$ cat src/hdl/tmw_defs.vh
// constants for the 8-bit waveform timer
`ifndef TMW_DEFS_VH
`define TMW_DEFS_VH
// ----------------------------------------
// register offsets (word addresses, one 32-bit register each)
// ----------------------------------------
`define TMW_ADDR_CTRL 4'h0
`define TMW_ADDR_PRESC 4'h1
`define TMW_ADDR_COUNT 4'h2
`define TMW_ADDR_CMPA 4'h3
`define TMW_ADDR_CMPB 4'h4
`define TMW_ADDR_FLAGS 4'h5
`define TMW_ADDR_DIR 4'h6
// ----------------------------------------
// control field and flag bit positions
// ----------------------------------------
`define TMW_CTRL_MODE_LO 0
`define TMW_CTRL_MODE_HI 2
`define TMW_CTRL_SETA_LO 4
`define TMW_CTRL_SETA_HI 5
`define TMW_CTRL_SETB_LO 6
`define TMW_CTRL_SETB_HI 7
`define TMW_FLAG_OVF 0
`define TMW_FLAG_CMPA 1
`define TMW_FLAG_CMPB 2
// ----------------------------------------
// modes, settings, values
// ----------------------------------------
`define TMW_MODE_NORMAL 3'h0
`define TMW_MODE_PC_FF 3'h1
`define TMW_MODE_CTC 3'h2
`define TMW_MODE_FAST_FF 3'h3
`define TMW_MODE_PC_A 3'h5
`define TMW_MODE_FAST_A 3'h7
`define TMW_SET_OFF 2'h0
`define TMW_SET_TOGGLE 2'h1
`define TMW_SET_CLEAR 2'h2
`define TMW_SET_SET 2'h3
`define TMW_BOTTOM 8'h00
`define TMW_MAX 8'hFF
`define TMW_PSC_STOP 3'h0
`define TMW_PSC_1 3'h1
`define TMW_PSC_8 3'h2
`define TMW_PSC_64 3'h3
`define TMW_PSC_256 3'h4
`define TMW_PSC_1024 3'h5
`define TMW_DIV_8 10'h007
`define TMW_DIV_64 10'h03F
`define TMW_DIV_256 10'h0FF
`define TMW_DIV_1024 10'h3FF
`define TMW_RD_ZERO 32'h00000000
`endif

$ cat src/hdl/tmw_prescaler.v
// prescaler producing the timer tick enable
`timescale 1ns/1ps
module tmw_prescaler (
  // clock and reset
  input wire clk,
  input wire rst,
  // selection
  input wire [2:0] psc_sel,
  // tick enable
  output reg tick
);
`include "tmw_defs.vh"
  reg [9:0] div_q;
  reg [9:0] lim;
  // terminal count for the chosen factor
  always @* begin
    case (psc_sel)
      `TMW_PSC_8: lim = `TMW_DIV_8;
      `TMW_PSC_64: lim = `TMW_DIV_64;
      `TMW_PSC_256: lim = `TMW_DIV_256;
      `TMW_PSC_1024: lim = `TMW_DIV_1024;
      default: lim = 10'h000;
    endcase
  end
  // divide by 1, 8, 64, 256, 1024
  always @* begin
    if (psc_sel == `TMW_PSC_STOP || psc_sel > `TMW_PSC_1024) begin
      tick = 1'b0;
    end else if (psc_sel == `TMW_PSC_1) begin
      tick = 1'b1;
    end else begin
      tick = (div_q == lim);
    end
  end
  // free-running divider, restarts at terminal count
  always @(posedge clk) begin
    if (rst) begin
      div_q <= 10'h000;
    end else if (tick || psc_sel == `TMW_PSC_STOP) begin
      div_q <= 10'h000;
    end else begin
      div_q <= div_q + 10'h001;
    end
  end
endmodule

$ cat src/hdl/tmw_timer.v
// 8-bit waveform timer top with avalon-mm register slave
//
// The Avalon-MM register port and the register offsets are this design's own decisions.
`timescale 1ns/1ps
module tmw_timer (
  // clock and reset
  input wire clk,
  input wire rst,
  // avalon-mm slave
  input wire [3:0] avs_address,
  input wire avs_read,
  input wire avs_write,
  input wire [31:0] avs_writedata,
  input wire [3:0] avs_byteenable,
  output reg [31:0] avs_readdata,
  output wire avs_waitrequest,
  // port pin fallback levels
  input wire port_level_a,
  input wire port_level_b,
  // pins
  output wire pin_out_a,
  output wire pin_oe_a,
  output wire pin_out_b,
  output wire pin_oe_b,
  // internal state view
  output wire [7:0] count_value,
  output wire wave_out_a,
  output wire wave_out_b
);
`include "tmw_defs.vh"

  // ----------------------------------------
  // registers
  // ----------------------------------------
  reg [7:0] ctrl_q;
  reg [2:0] psc_q;
  reg [7:0] count_q;
  reg [7:0] count_d;
  reg down_q;
  reg down_d;
  reg [2:0] flags_q;
  reg [1:0] dir_q;
  reg blk_q;
  reg rd_done_q;
  wire tick;
  wire [2:0] waveform_mode_sel;
  wire waveform_mode_upper_bit;
  wire [1:0] compare_output_setting_a;
  wire [1:0] compare_output_setting_b;
  wire [7:0] compare_value_a;
  wire [7:0] compare_value_b;
  wire [7:0] buf_a;
  wire [7:0] buf_b;
  wire match_a;
  wire match_b;
  wire overflow_flag;
  wire compare_flag_a;
  wire compare_flag_b;

  assign waveform_mode_sel = ctrl_q[`TMW_CTRL_MODE_HI:`TMW_CTRL_MODE_LO];
  assign waveform_mode_upper_bit = ctrl_q[`TMW_CTRL_MODE_HI];
  assign compare_output_setting_a = ctrl_q[`TMW_CTRL_SETA_HI:`TMW_CTRL_SETA_LO];
  assign compare_output_setting_b = ctrl_q[`TMW_CTRL_SETB_HI:`TMW_CTRL_SETB_LO];
  assign overflow_flag = flags_q[`TMW_FLAG_OVF];
  assign compare_flag_a = flags_q[`TMW_FLAG_CMPA];
  assign compare_flag_b = flags_q[`TMW_FLAG_CMPB];
  assign count_value = count_q;

  // ----------------------------------------
  // bus decode
  // ----------------------------------------
  // write one register selected by address
  function sel;
    input [3:0] addr;
    input [3:0] want;
    begin
      sel = (addr == want);
    end
  endfunction

  // writes finish at once; reads take one wait cycle for registered data
  wire wr = avs_write && avs_byteenable[0];
  wire rd_req = avs_read && !rd_done_q;
  assign avs_waitrequest = rd_req;

  // ----------------------------------------
  // mode decode
  // ----------------------------------------
  // fast pwm; phase correct; clear on match
  wire is_fast = (waveform_mode_sel == `TMW_MODE_FAST_FF) ||
                 (waveform_mode_sel == `TMW_MODE_FAST_A);
  wire is_pc = (waveform_mode_sel == `TMW_MODE_PC_FF) ||
               (waveform_mode_sel == `TMW_MODE_PC_A);
  wire is_ctc = (waveform_mode_sel == `TMW_MODE_CTC);
  wire is_pwm = is_fast || is_pc;
  wire top_is_a = (waveform_mode_sel == `TMW_MODE_FAST_A) ||
                  (waveform_mode_sel == `TMW_MODE_PC_A) || is_ctc;
  // TOP 0xFF gives 256 ticks fast
  // TOP 0xFF gives 510 ticks phase correct
  wire [7:0] top_value = top_is_a ? compare_value_a : `TMW_MAX;
  wire at_top = (count_q == top_value);
  wire at_bottom = (count_q == `TMW_BOTTOM);

  // ----------------------------------------
  // prescaler
  // ----------------------------------------
  tmw_prescaler u_psc (
    .clk(clk),
    .rst(rst),
    .psc_sel(psc_q),
    .tick(tick)
  );

  // ----------------------------------------
  // compare channels
  // ----------------------------------------
  tmw_wave_unit u_ch_a (
    .clk(clk),
    .rst(rst),
    .wr_cmp(wr && sel(avs_address, `TMW_ADDR_CMPA)),
    .wr_data(avs_writedata[7:0]),
    .setting(compare_output_setting_a),
    .toggle_ok(waveform_mode_upper_bit || !is_pwm),
    .tick(tick),
    .is_pwm(is_pwm),
    .is_fast(is_fast),
    .is_pc(is_pc),
    .count_up(!down_q),
    .count_value(count_q),
    .top_value(top_value),
    .at_top(at_top),
    .at_bottom(at_bottom),
    .block_match(blk_q),
    .compare_value_n(compare_value_a),
    .cmp_buf_q(buf_a),
    .match(match_a),
    .wave_out_n(wave_out_a)
  );

  // channel b never offers the pwm toggle
  tmw_wave_unit u_ch_b (
    .clk(clk),
    .rst(rst),
    .wr_cmp(wr && sel(avs_address, `TMW_ADDR_CMPB)),
    .wr_data(avs_writedata[7:0]),
    .setting(compare_output_setting_b),
    .toggle_ok(!is_pwm),
    .tick(tick),
    .is_pwm(is_pwm),
    .is_fast(is_fast),
    .is_pc(is_pc),
    .count_up(!down_q),
    .count_value(count_q),
    .top_value(top_value),
    .at_top(at_top),
    .at_bottom(at_bottom),
    .block_match(blk_q),
    .compare_value_n(compare_value_b),
    .cmp_buf_q(buf_b),
    .match(match_b),
    .wave_out_n(wave_out_b)
  );

  // ----------------------------------------
  // counter
  // ----------------------------------------
  // next count and direction per mode
  always @* begin
    count_d = count_q;
    down_d = down_q;
    if (is_pc) begin
      // hold top one tick, then reverse
      if (at_top) begin
        down_d = 1'b1;
        count_d = count_q - 8'h01;
      end else if (down_q && at_bottom) begin
        down_d = 1'b0;
        count_d = count_q + 8'h01;
      end else if (down_q) begin
        count_d = count_q - 8'h01;
      end else begin
        count_d = count_q + 8'h01;
      end
    end else begin
      down_d = 1'b0;
      // clear at compare A; clear after top
      // above top the count wraps through 0xFF
      if ((is_ctc || is_fast) && at_top) begin
        count_d = `TMW_BOTTOM;
      end else begin
        count_d = count_q + 8'h01;
      end
    end
  end

  // counter register, a software write wins and blocks the next match
  always @(posedge clk) begin
    if (rst) begin
      count_q <= `TMW_BOTTOM;
      down_q <= 1'b0;
      blk_q <= 1'b0;
    end else if (wr && sel(avs_address, `TMW_ADDR_COUNT)) begin
      count_q <= avs_writedata[7:0];
      blk_q <= 1'b1;
    end else if (tick) begin
      count_q <= count_d;
      down_q <= down_d;
      blk_q <= 1'b0;
    end
  end

  // ----------------------------------------
  // flags
  // ----------------------------------------
  // events raised on a tick; a set beats a same-cycle clear
  wire ovf_ev = tick && (is_pc ? (at_bottom && down_q) :
                is_fast ? at_top : (count_q == `TMW_MAX));
  // compare A flag in clear-on-match mode per period
  // flag set one tick after the equality
  wire cma_ev = tick && match_a;
  wire cmb_ev = tick && match_b;
  wire [2:0] ev = {cmb_ev, cma_ev, ovf_ev};
  wire [2:0] clr = (wr && sel(avs_address, `TMW_ADDR_FLAGS)) ? avs_writedata[2:0] : 3'h0;

  // overflow as count passes MAX to 0x00
  // fast pwm at top; phase correct at bottom
  genvar gi;
  generate
    for (gi = 0; gi < 3; gi = gi + 1) begin : g_flag
      always @(posedge clk) begin
        if (rst) begin
          flags_q[gi] <= 1'b0;
        end else if (ev[gi]) begin
          flags_q[gi] <= 1'b1;
        end else if (clr[gi]) begin
          flags_q[gi] <= 1'b0;
        end
      end
    end
  endgenerate

  // ----------------------------------------
  // control writes
  // ----------------------------------------
  // settings take effect immediately, not buffered
  always @(posedge clk) begin
    if (rst) begin
      ctrl_q <= 8'h00;
      psc_q <= `TMW_PSC_STOP;
      dir_q <= 2'h0;
    end else if (wr) begin
      if (sel(avs_address, `TMW_ADDR_CTRL)) begin
        ctrl_q <= avs_writedata[7:0];
      end
      if (sel(avs_address, `TMW_ADDR_PRESC)) begin
        psc_q <= avs_writedata[2:0];
      end
      if (sel(avs_address, `TMW_ADDR_DIR)) begin
        dir_q <= avs_writedata[1:0];
      end
    end
  end

  // ----------------------------------------
  // read path
  // ----------------------------------------
  // read data registered; unmapped reads return zero
  always @(posedge clk) begin
    if (rst) begin
      avs_readdata <= `TMW_RD_ZERO;
      rd_done_q <= 1'b0;
    end else begin
      rd_done_q <= rd_req;
      if (rd_req) begin
        case (avs_address)
          `TMW_ADDR_CTRL: avs_readdata <= {24'h000000, ctrl_q};
          `TMW_ADDR_PRESC: avs_readdata <= {29'h00000000, psc_q};
          `TMW_ADDR_COUNT: avs_readdata <= {24'h000000, count_q};
          `TMW_ADDR_CMPA: avs_readdata <= {24'h000000, is_pwm ? buf_a : compare_value_a};
          `TMW_ADDR_CMPB: avs_readdata <= {24'h000000, is_pwm ? buf_b : compare_value_b};
          `TMW_ADDR_FLAGS: avs_readdata <= {29'h00000000, compare_flag_b,
                                            compare_flag_a, overflow_flag};
          `TMW_ADDR_DIR: avs_readdata <= {28'h0000000, wave_out_b, wave_out_a, dir_q};
          default: avs_readdata <= `TMW_RD_ZERO;
        endcase
      end
    end
  end

  // ----------------------------------------
  // pin override
  // ----------------------------------------
  // setting 0 hands the pin back to the port
  // driver only when direction bit selects output
  // the pwm-reserved setting 1 on b also leaves the port in charge
  wire own_a = (compare_output_setting_a != `TMW_SET_OFF) &&
               !(is_pwm && compare_output_setting_a == `TMW_SET_TOGGLE && !waveform_mode_upper_bit);
  wire own_b = (compare_output_setting_b != `TMW_SET_OFF) &&
               !(is_pwm && compare_output_setting_b == `TMW_SET_TOGGLE);
  assign pin_out_a = own_a ? wave_out_a : port_level_a;
  assign pin_out_b = own_b ? wave_out_b : port_level_b;
  assign pin_oe_a = dir_q[0];
  assign pin_oe_b = dir_q[1];
endmodule

$ cat src/hdl/tmw_wave_unit.v
// one compare channel: buffer, match and waveform register
`timescale 1ns/1ps
module tmw_wave_unit (
  // clock and reset
  input wire clk,
  input wire rst,
  // software side
  input wire wr_cmp,
  input wire [7:0] wr_data,
  input wire [1:0] setting,
  input wire toggle_ok,
  // counter state
  input wire tick,
  input wire is_pwm,
  input wire is_fast,
  input wire is_pc,
  input wire count_up,
  input wire [7:0] count_value,
  input wire [7:0] top_value,
  input wire at_top,
  input wire at_bottom,
  input wire block_match,
  // results
  output reg [7:0] compare_value_n,
  output reg [7:0] cmp_buf_q,
  output wire match,
  output reg wave_out_n
);
`include "tmw_defs.vh"
  wire toggle_on = (setting == `TMW_SET_TOGGLE) && toggle_ok;
  wire pwm_set = setting[1];
  wire invert = setting[0];
  wire cmp_is_top = (compare_value_n == top_value);
  assign match = (count_value == compare_value_n) && !block_match;
  // buffered in pwm modes, direct otherwise
  always @(posedge clk) begin
    if (rst) begin
      cmp_buf_q <= `TMW_BOTTOM;
      compare_value_n <= `TMW_BOTTOM;
    end else begin
      if (wr_cmp) begin
        cmp_buf_q <= wr_data;
      end
      if (wr_cmp && !is_pwm) begin
        compare_value_n <= wr_data;
      end else if (is_pwm && tick && ((is_fast && at_bottom) || (is_pc && at_top))) begin
        compare_value_n <= cmp_buf_q;
      end
    end
  end
  // waveform register update, clear/set/toggle per mode
  always @(posedge clk) begin
    if (rst) begin
      wave_out_n <= 1'b0;
    end else if (tick) begin
      if (!is_pwm) begin
        // toggle per match; no action at 0
        if (match && setting == `TMW_SET_TOGGLE) begin
          wave_out_n <= ~wave_out_n;
        end else if (match && pwm_set) begin
          wave_out_n <= invert;
        end
      end else if (toggle_on) begin
        if (match) begin
          wave_out_n <= ~wave_out_n;
        end
      end else if (pwm_set && is_fast) begin
        // match at top ignored, constant level
        if (at_top) begin
          wave_out_n <= ~invert;
        end else if (match && !cmp_is_top) begin
          wave_out_n <= invert;
        end
      end else if (pwm_set && is_pc) begin
        // level forced at top keeps symmetry
        if (at_top && cmp_is_top) begin
          wave_out_n <= ~invert;
        end else if (at_top && count_value > compare_value_n) begin
          wave_out_n <= invert;
        end else if (match && !cmp_is_top && count_value != `TMW_BOTTOM) begin
          // up match clears, down match sets with setting 2; setting 3 reverses both
          // bottom compare ignored, so the level stays constant
          wave_out_n <= count_up ? invert : ~invert;
        end
      end
    end
  end
endmodule

$ cat config.mk
export PLATFORM = sky130hd
export DESIGN_NAME = tmw_timer
export DESIGN_NICKNAME = d
export VERILOG_FILES = /design/src/hdl/tmw_prescaler.v /design/src/hdl/tmw_timer.v /design/src/hdl/tmw_wave_unit.v
export VERILOG_INCLUDE_DIRS = /design/src /design/src/hdl
export SDC_FILE = /design/constraint.sdc
export NUM_CORES = 1
export LEC_CHECK = 0
export ABC_AREA = 1
export BUFFER_PORTS_ARGS = -buffer_cell sky130_fd_sc_hd__buf_4
export CAP_MARGIN = 40
export CORE_MARGIN = 8
export CORE_UTILIZATION = 35
export DETAILED_ROUTE_END_ITERATION = 10
export HOLD_SLACK_MARGIN = 0.15
export PLACE_DENSITY = 0.58
export SYNTH_ARGS = -nofsm -noshare
export SYNTH_HDL_FRONTEND = slang
export SYNTH_SLANG_ARGS = --single-unit
export TNS_END_PERCENT = 20
$ cat constraint.sdc
create_clock -name clk -period 2.7 [get_ports clk]
set_clock_uncertainty 0.15 [all_clocks]
set_input_delay 0.405 -clock clk [delete_from_list [all_inputs] [get_ports clk]]
set_output_delay 0.405 -clock clk [all_outputs]
set_load 0.02 [all_outputs]
Word-level counts from Yosys, hierarchy flattened
Index checks and enable logic that the tools add are counted.

word-level totals
  output and inout port bits = 47
  logic and storage cells = 204
  bits of input ports = 46
  flip-flop bits (word level) = 103

cells by class
  $lt $le $gt $ge = 3
  reduce and logical (&&, ||, !) cells = 81
  equal/unequal tests = 34
  add/subtract/negate cells = 3
  mux-type cells = 60
  bitwise gates (word level) = 5

operators with widths
  cell                     count
  $mux W8                  14
  $pmux W8 S7              1
  $mux W1                  43
  $logic_and A1 B1 Y1      42
  $eq A8 B8 Y1             5
  $pmux W10 S4             1
  $gt A8 B8 Y1             2
  $reduce_bool A2 Y1       8
  $eq A3 B2 Y1 const B     4
  $eq A3 B3 Y1 const B     4
  $eq A4 B3 Y1 const B     3
  $ne A6 B1 Y1 const B     2
  $reduce_and A6 Y1        2
  $add A10 B1 Y10 const B  1
  $eq A10 B10 Y1           1
  $logic_or A1 B1 Y1       10
  $ne A5 B4 Y1 const B     2
  $add A8 B1 Y8 const B    1
  $eq A4 B2 Y1 const B     2
  $eq A8 B8 Y1 const B     1
  $logic_not A1 Y1         8
  $logic_not A8 Y1         1
  $ne A4 B1 Y1 const B     2
  $reduce_bool A8 Y1       1
  other kinds (15)         25

Longest topological paths before layout
Gate-level depths: netlist of the first run.

  word-level depth = 15
  gate-level depth with buffers = 19
  gate-level depth less buffers = 19

Hierarchy
A second synthesis of the first run with hierarchy kept.

second synthesis, totals
  cells, all modules = 941
  area total of the unflattened synthesis = 5849.4 sq um

modules (own cells, without submodules)
  module         area each (sq um)  times used  cells an instance
  tmw_timer      2834.0             1           471
  tmw_wave_unit  1249.9             2           199
  tmw_prescaler  515.5              1           72

Least setup slack after synthesis of the first run
OpenSTA, ideal clock, no wires.

  path kind = flip-flop to flip-flop
  from = register count_q[0] (netlist: count_value[0])
  to = register count_q[4] (netlist: count_value[4])
  cell stages (with the launch flop) = 15
  data arrival time = 2082 ps
  path buffers = 0
  data required time = 2422 ps
  setup slack = 340 ps
  setup time = 128 ps
  path through = dfxtp_1 > clkinv_1 > ha_1 > nand2_1 > nor2_1 > nand4_1 > nor2_1 > inv_1 > nand2_1 > nand2_1 > nand2_1 > nand2_1 > o21ai_0 > a21oi_1 > nor2_1

on the way
  word-level cells in the longest chain between the ends = 7
  elaborated cells between the ends (all ways) = 13

ends and longest elaborated chain
  element                                         RTL line                                           source
  start, declared                                 tmw_timer.v:37                                     reg [7:0] count_q;
  start signal, assigned                          tmw_timer.v:199                                    count_q <= `TMW_BOTTOM;
  start signal, assigned                          tmw_timer.v:203                                    count_q <= avs_writedata[7:0];
  start signal, assigned                          tmw_timer.v:206                                    count_q <= count_d;
  $add A8 B1 Y8 (tied with other cells)           tmw_timer.v:178, tmw_timer.v:182, tmw_timer.v:191
  $mux W8 or $logic_and A1 B1 Y1 (tied branches)  tmw_timer.v:179, tmw_timer.v:176
  $mux W8                                         tmw_timer.v:176                                    end else if (down_q && at_bottom) begin
  $mux W8                                         tmw_timer.v:173                                    if (at_top) begin
  $mux W8 (*)                                     tmw_timer.v:171                                    if (is_pc) begin
  $mux W8 (*)                                     tmw_timer.v:205                                    end else if (tick) begin
  $mux W8 (*)                                     tmw_timer.v:202                                    end else if (wr && sel(avs_address, `TMW_ADDR_COUNT)) begin

Mark *: on every way between the ends. The rest lies on a longest branch, timed or not. The select of a mux whose other input is x is not followed.
A chain may end at the register's enable or synchronous reset.

Worst setup path after layout of the first run
  from = register ctrl_q[1]
  to = register u_ch_a.compare_value_n[5]

on the way
  word-level cells in the longest chain between the ends = 9
  elaborated cells between the ends (all ways) = 21

ends and longest elaborated chain
  element                              RTL line            source
  start, declared                      tmw_timer.v:35      reg [7:0] ctrl_q;
  start signal, assigned               tmw_timer.v:253     ctrl_q <= avs_writedata[7:0];
  $eq A3 B3 Y1 (no source line)        --
  $logic_or A1 B1 Y1 (2 in a row)      tmw_timer.v:96      wire top_is_a = (waveform_mode_sel == `TMW_MODE_FAST_A) ||
  $mux W8 (no source line)             --
  $eq A8 B8 Y1                         tmw_timer.v:101     wire at_top = (count_q == top_value);
  $logic_and A1 B1 Y1                  tmw_wave_unit.v:46  end else if (is_pwm && tick && ((is_fast && at_bottom) || (is_pc && at_top))) begin
  $logic_or A1 B1 Y1                   tmw_wave_unit.v:46
  $logic_and A1 B1 Y1                  tmw_wave_unit.v:46
  $reduce_bool A2 Y1 (no source line)  --
  end signal, assigned                 tmw_wave_unit.v:39  compare_value_n <= `TMW_BOTTOM;
  end signal, assigned                 tmw_wave_unit.v:45  compare_value_n <= wr_data;
  end signal, assigned                 tmw_wave_unit.v:47  compare_value_n <= cmp_buf_q;
  end, declared                        tmw_wave_unit.v:24  output reg [7:0] compare_value_n,

Parallel ways exist; a longest one is shown, timed or not.

==> impl_metrics.py, run 1 <==
metrics = {
    "setup_path": {
        "critPathLaunch": "ctrl_q[1]$_SDFFE_PP0P_",
        "required_ps": 2780,
        "timing.rr.end": "u_ch_a.compare_value_n[5]$_SDFFE_PP0P_",
        "worstSetupPathType": "register to register",
        "crit_path_end_kind": "register",
        "crit_path_start_kind": "register",
        "reg2reg_from": "ctrl_q[1]$_SDFFE_PP0P_",
        "r2r_slack_ps": 260,
        "crit_end": "u_ch_a.compare_value_n[5]$_SDFFE_PP0P_",
        "worst-path-max-fanout": 18,
        "cp.arrival_ps": 2520,
        "reg2reg_depth": 17,
    },
    "synthesis": {
        "synth-main-ff-cell": "dfxtp_1",
        "yosys_warnings": 0,
        "synth_area_leaders": "dfxtp_1, nand2_1, o21ai_0, a21oi_1, inv_1",
        "yosysSeqAreaShare_pct": 29.75,
        "ys_ff_latch": 79,
        "async_flop_share_pct": 0,
        "synth.avg_cell_area_um2": 6.645,
        "synth_edf_count": 0,
        "synth_cell_type_count": 47,
        "yosysTopAreaCellShare_pct": 29.75,
        "syn_inst": 800,
        "syn_area_um2": 5316,
        "yosysMostFrequentCell": "nand2_1",
        "synthTopCellsByCount": "nand2_1, o21ai_0, inv_1, dfxtp_1, a21oi_1",
        "synth_top_cell_by_area": "dfxtp_1",
    },
    "clock_network": {
        "cts_root_buf": "clkbuf_16",
        "clock_path_buffers": 2,
        "cts_tree": "yes",
        "cts_max_level": 3,
        "clk_latency_ps": 350,
        "clock-sinks": 79,
        "cts_buffers": 9,
        "hold_buffers": 0,
        "clk_pin_slew_worst_paths_ps": 70,
    },
    "placed_design": {
        "io_buffers": 41,
        "place_hpwl_um": 13040,
        "place_congestion": 0.8849,
    },
    "sta": {
        "setup_viol": 0,
        "slew_headroom_pct": 66.42,
        "rsz0062_at_grt": "false",
        "final_hold_viol_count": 0,
        "final.min_clock_period_ps": 2436,
        "fin_crit_sh_pct": 90.22,
        "clock.fmax_mhz": 410.5,
        "hold_slack_ps": 214.2,
        "slew_viol_final": 0,
        "final.setup.tns_ps": 0,
        "tightest_slew_ps": 497.2,
    },
    "floorplanning": {
        "rows": 45,
        "coreArea_um2": 15030,
        "io_pins": 93,
        "dieArea_um2": 19390,
        "die_h_um": 139.2,
        "die_x_um": 139.2,
        "initial_utilization_pct": 35.36,
    },
    "finish": {
        "fill_cells": 1592,
        "multi_input_area_um2": 3178,
        "layout.nets": 927,
        "areaGrowthSynthToFinish_pct": 16.45,
        "antennaDiodeCount": 0,
        "utilization_pct": 41.18,
        "register_area_um2": 1584,
        "drive_gt1_share_pct": 13.89,
    },
    "detailed_routing": {
        "wirelength_um": 16930,
        "drc_errors": 0,
        "vias": 5340,
        "drt-pass1-iter-count": 5,
        "final_antenna_net_count": 0,
        "dr.first_iter.drc_count": 393,
        "avgViaCountPerCell": 5.076,
        "wire_per_inst_um": 16.09,
    },
    "grt": {
        "grt_pass1_wl_um": 26960,
        "grt_max_degree": 42,
        "grtUsageTotal_pct": 17.61,
        "gr-total-overflow": 0,
        "grt_pass1_vias": 4950,
        "grt_antenna_before_repair": 0,
    },
    "run": {
        "maxCapViolCount": 0,
    },
    "hold_path": {
        "min_path_type": "input pin to register",
        "hold_depth": 3,
    },
    "power": {
        "powerDensity_nw_per_um2": 461.2,
        "power.leakage_uw": 0.002662,
        "peakVddDrop_uv": 321.7,
    },
    "outcome": {
        "status": "finished clean",
    },
}
routing by layer:
layer,part of all wire [%],GRT usage [%],vias up
li1,-,-,2747
met1,46,23.16,2417
met2,45,27.33,151
met3,6.3,3.728,25
met4,2.6,7.510,0
met5,0,0,-
registers in the layout (all words and copies together) (netlist names):
signal                  flops
blk_q                       1
down_q                      1
u_ch_b.wave_out_n           1
compare_flag_b              1
u_ch_a.wave_out_n           1
avs_readdata                8
dir_q                       2
compare_flag_a              1
u_ch_b.cmp_buf_q            8
u_psc.div_q                10
u_ch_b.compare_value_n      8
ctrl_q                      8
rd_done_q                   1
count_value                 8
u_ch_a.cmp_buf_q            8
overflow_flag               1
u_ch_a.compare_value_n      8
psc_q                       3
cell type report:
class                   instances  area share (%)
multi-input cells             604           51.33
flip-flops and latches         79           25.59
repair buffers                 69           8.367
inverters                      96           5.942
clock buffers                  13           3.880
well taps                     188           3.800
clock inverters                 3           1.091
report_power, final:
part / switching (µW) / total, µW / internal (µW) / leakage, µW
sequential: 16.5 / 1200 / 1180 / 0.000639
combinational: 236 / 347 / 112 / 0.00188
clock: 499 / 1310 / 812 / 0.000144
total: 752 / 2860 / 2100 / 0.00266
stage by stage:
step / power [µW] / area, µm² / cells / worst slack (ps)
6_report: 2855 / 6191 / 1052 / 264.0
4_1_cts: 2873 / 6171 / 1051 / 86.50
3_5_place_dp: 1562 / 5863 / 1035 / 102.6
2_1_floorplan: 1455 / 5403 / 823 / 340.2
5_1_grt: 2948 / 6191 / 1052 / 1.535
3_3_place_gp: 1562 / 5863 / 1035 / 137.4
cells in the final DEF (no fill, tap or decap), types with 2 or more instances in the layout:
master	n
dfxtp_1	77
a211oi_2	2
clkbuf_1	4
inv_1	81
nand2_4	7
a21oi_1	78
o21ai_1	2
o22ai_1	9
buf_4	69
o221ai_1	3
nand2_2	6
nand4_1	21
dfxtp_2	2
nor3_1	13
bufinv_16	2
nor2_4	3
clkbuf_16	9
o21ai_0	83
xor2_1	18
a31oi_1	4
xnor2_1	4
ha_1	22
o31ai_1	4
nand2_1	178
nor2_1	61
a211oi_1	2
o211ai_1	3
nor2_2	3
inv_2	10
o2111ai_1	4
clkinv_1	3
nand3_1	36
conb_1	24
a22oi_1	2
timing repair:
action,in CTS,in global routing
setup endpoints to repair,0,34
buffers inserted,0,1
resized for setup,0,8
worst min path at each step:
stage	start	endpoint	slack [ps]
global route	avs_writedata[4]	u_ch_a.cmp_buf_q[4]$_SDFFE_PP0P_	220
CTS	avs_writedata[4]	u_ch_a.cmp_buf_q[4]$_SDFFE_PP0P_	210
detailed placement	ctrl_q[3]$_SDFFE_PP0P_	ctrl_q[3]$_SDFFE_PP0P_	300
floorplan	ctrl_q[3]$_SDFFE_PP0P_	ctrl_q[3]$_SDFFE_PP0P_	280
finish	avs_writedata[4]	u_ch_a.cmp_buf_q[4]$_SDFFE_PP0P_	210
global placement	u_psc.div_q[0]$_SDFF_PP0_	u_psc.div_q[0]$_SDFF_PP0_	290
worst max-delay path, cell delays in order, from the launching register on:
cell and delay [ps]:
dfxtp_1 450, nand2_2 100, nand2_4 180, nand3_1 140, nand2_1 80, nand2_1 60, inv_1 50, nand2_1 70
nor2_4 140, nand2_4 120, inv_6 100, nand2_4 50, o21ai_4 90, nand2_4 120, nand2_4 90, inv_2 90
o21ai_0 150, a21oi_1 60
kinds of logic after synthesis:
family / synth area share, %
DFF: 29.75
adders and majority gates: 5.178
xor gates and xnor gates: 3.624
and+or+nand+nor: 27.75
other: 0.07054
muxes: 0.2118
buffers and inverters: 12.29
AOI/OAI and AO/OA: 21.13
Note: power is estimated with default switching activity, not from simulation.
==> run 2, diff against run 1 <==
--- a/config.mk
+++ b/config.mk
@@ -13,7 +13,7 @@
 export CORE_UTILIZATION = 35
 export DETAILED_ROUTE_END_ITERATION = 10
 export HOLD_SLACK_MARGIN = 0.15
-export PLACE_DENSITY = 0.58
+export PLACE_DENSITY = 0.65
 export SYNTH_ARGS = -nofsm -noshare
 export SYNTH_HDL_FRONTEND = slang
 export SYNTH_SLANG_ARGS = --single-unit
==> run 2 against run 1 <==
Register-to-register slack lost 50 ps. Critical path type is now register to primary output. Final cell count shrank 0.86%. Cell area shrank 0.59%. Largest power group unchanged. Total power grew 1.4%. Largest cell class unchanged. Global-route usage shrank 0.61 points. Critical endpoint is now pin_out_b. Via count grew 1.1%. Sequential share of layout area grew 0.15 points.
==> impl_metrics.py, run 2 (synthesis gave the netlist of run 1 again) <==
metrics = {
    "hold_path": {
        "min_from": "avs_writedata[0]",
        "hold_depth": 3,
        "min_path_type": "input pin to register",
    },
    "grt": {
        "grt_antenna_before_repair": 0,
        "gr-total-overflow": 0,
        "grt_pass1_vias": 4922,
        "grtUsageTotal_pct": 17.00,
        "grt_pass1_wl_um": 26270,
        "grt_max_degree": 42,
    },
    "clock_network": {
        "clk_latency_ps": 350,
        "clk_pin_slew_worst_paths_ps": 60,
        "clock-sinks": 79,
        "cts_setup_buffers": 0,
        "cts_root_buf": "clkbuf_16",
        "cts_buffers": 9,
        "cts_max_level": 3,
        "hold_buffers": 0,
        "clock_path_buffers": 2,
        "cts_tree": "yes",
    },
    "sta": {
        "slew_viol_final": 0,
        "fin_crit_sh_pct": 91.94,
        "final.setup.tns_ps": 0,
        "clock.fmax_mhz": 402.8,
        "finalWorstSetupSlack_ps": 217.6,
        "setup_viol": 0,
        "hold_slack_ps": 219.0,
        "final.min_clock_period_ps": 2482,
        "final_hold_viol_count": 0,
    },
    "placed_design": {
        "pre_cts_slack_ps": 108.1,
        "io_buffers": 41,
        "place_congestion": 0.9439,
        "place_hpwl_um": 12580,
    },
    "power": {
        "power.total_uw": 2894,
        "peakVddDrop_uv": 247.7,
        "powerDensity_nw_per_um2": 470.3,
        "power.leakage_uw": 0.002639,
    },
    "setup_path": {
        "worstSetupPathType": "register to primary output",
        "critPathLaunch": "ctrl_q[0]$_SDFFE_PP0P_",
        "required_ps": 2140,
        "worst-path-max-fanout": 41,
        "reg2reg_depth": 17,
        "crit_path_end_kind": "primary output",
        "crit_path_start_kind": "register",
        "reg2reg_from": "ctrl_q[1]$_SDFFE_PP0P_",
        "cp.arrival_ps": 1930,
    },
    "floorplanning": {
        "die_h_um": 139.2,
        "die_x_um": 139.2,
        "io_pins": 93,
        "initial_utilization_pct": 35.36,
        "rows": 45,
        "dieArea_um2": 19390,
        "coreArea_um2": 15030,
    },
    "finish": {
        "areaGrowthSynthToFinish_pct": 15.77,
        "layout_commonest_cell": "nand2_1",
        "regMostFlops": "u_psc.div_q",
        "layout_common_cells": "nand2_1, o21ai_0, inv_1",
        "largest_reg_flops": 10,
        "layout.nets": 918,
        "drive_gt1_share_pct": 13.33,
        "antennaDiodeCount": 0,
    },
    "detailed_routing": {
        "wirelength_um": 16600,
        "drc_errors": 0,
        "drt-pass1-iter-count": 5,
        "wire_per_inst_um": 15.92,
        "dr.first_iter.drc_count": 463,
        "vias": 5397,
        "final_antenna_net_count": 0,
        "avgViaCountPerCell": 5.174,
    },
    "run": {
        "maxCapViolCount": 0,
    },
    "outcome": {
        "status": "finished clean",
    },
}
[run 2: metrics by stage]
stage          util [%]  instance area, µm²  instances
3_3_place_gp      38.69                5816       1027
3_5_place_dp      38.69                5816       1027
6_report          40.94                6155       1043
4_1_cts           40.84                6140       1043
5_1_grt           40.94                6155       1043
2_1_floorplan         -                5403        823
[run 2: worst paths after layout]
path / to / slack (ps)
setup reg to reg: u_ch_b.compare_value_n[6]$_SDFFE_PP0P_ / 220
hold / removal: u_ch_b.cmp_buf_q[0]$_SDFFE_PP0P_ / 220
setup / recovery: pin_out_b / 220
hold reg to reg: ctrl_q[3]$_SDFFE_PP0P_ / 310
[run 2: final cells by class]
class	count	area (µm²)
clock buffers	12	246.5
fillers	1558	8879
clock inverters	4	77.57
repair buffers	60	462.9
multi-input cells	604	3181
inverters	96	367.9
flip-flops and latches	79	1584
well taps	188	235.2
[run 2: where the power goes]
group | internal [µW] | total (µW) | switching, µW | leakage [µW]
logic | 106 | 340 | 234 | 0.00184
clock network | 841 | 1360 | 515 | 0.000157
registers | 1180 | 1200 | 17.5 | 0.000638
[run 2: worst max-delay path, stage by stage, from the launching register on]
cell and delay, ps:
dfxtp_2 370, buf_4 270, o21ai_0 400, mux2_2 380
buf_4 150
[run 2: what timing repair did]
item / 4_1_cts / 5_1_grt
gates resized for setup: 0 / 8
endpoints found under the setup margin: 0 / 30
hold endpoints to repair: 0 / 0
[run 2: routing by layer]
layer	up-vias	wire [µm]	GRT usage [%]
li1	2729	-	-
met1	2448	7526	22.49
met2	192	7458	26.64
met3	28	1133	3.181
met4	0	482	6.990
met5	-	0	0
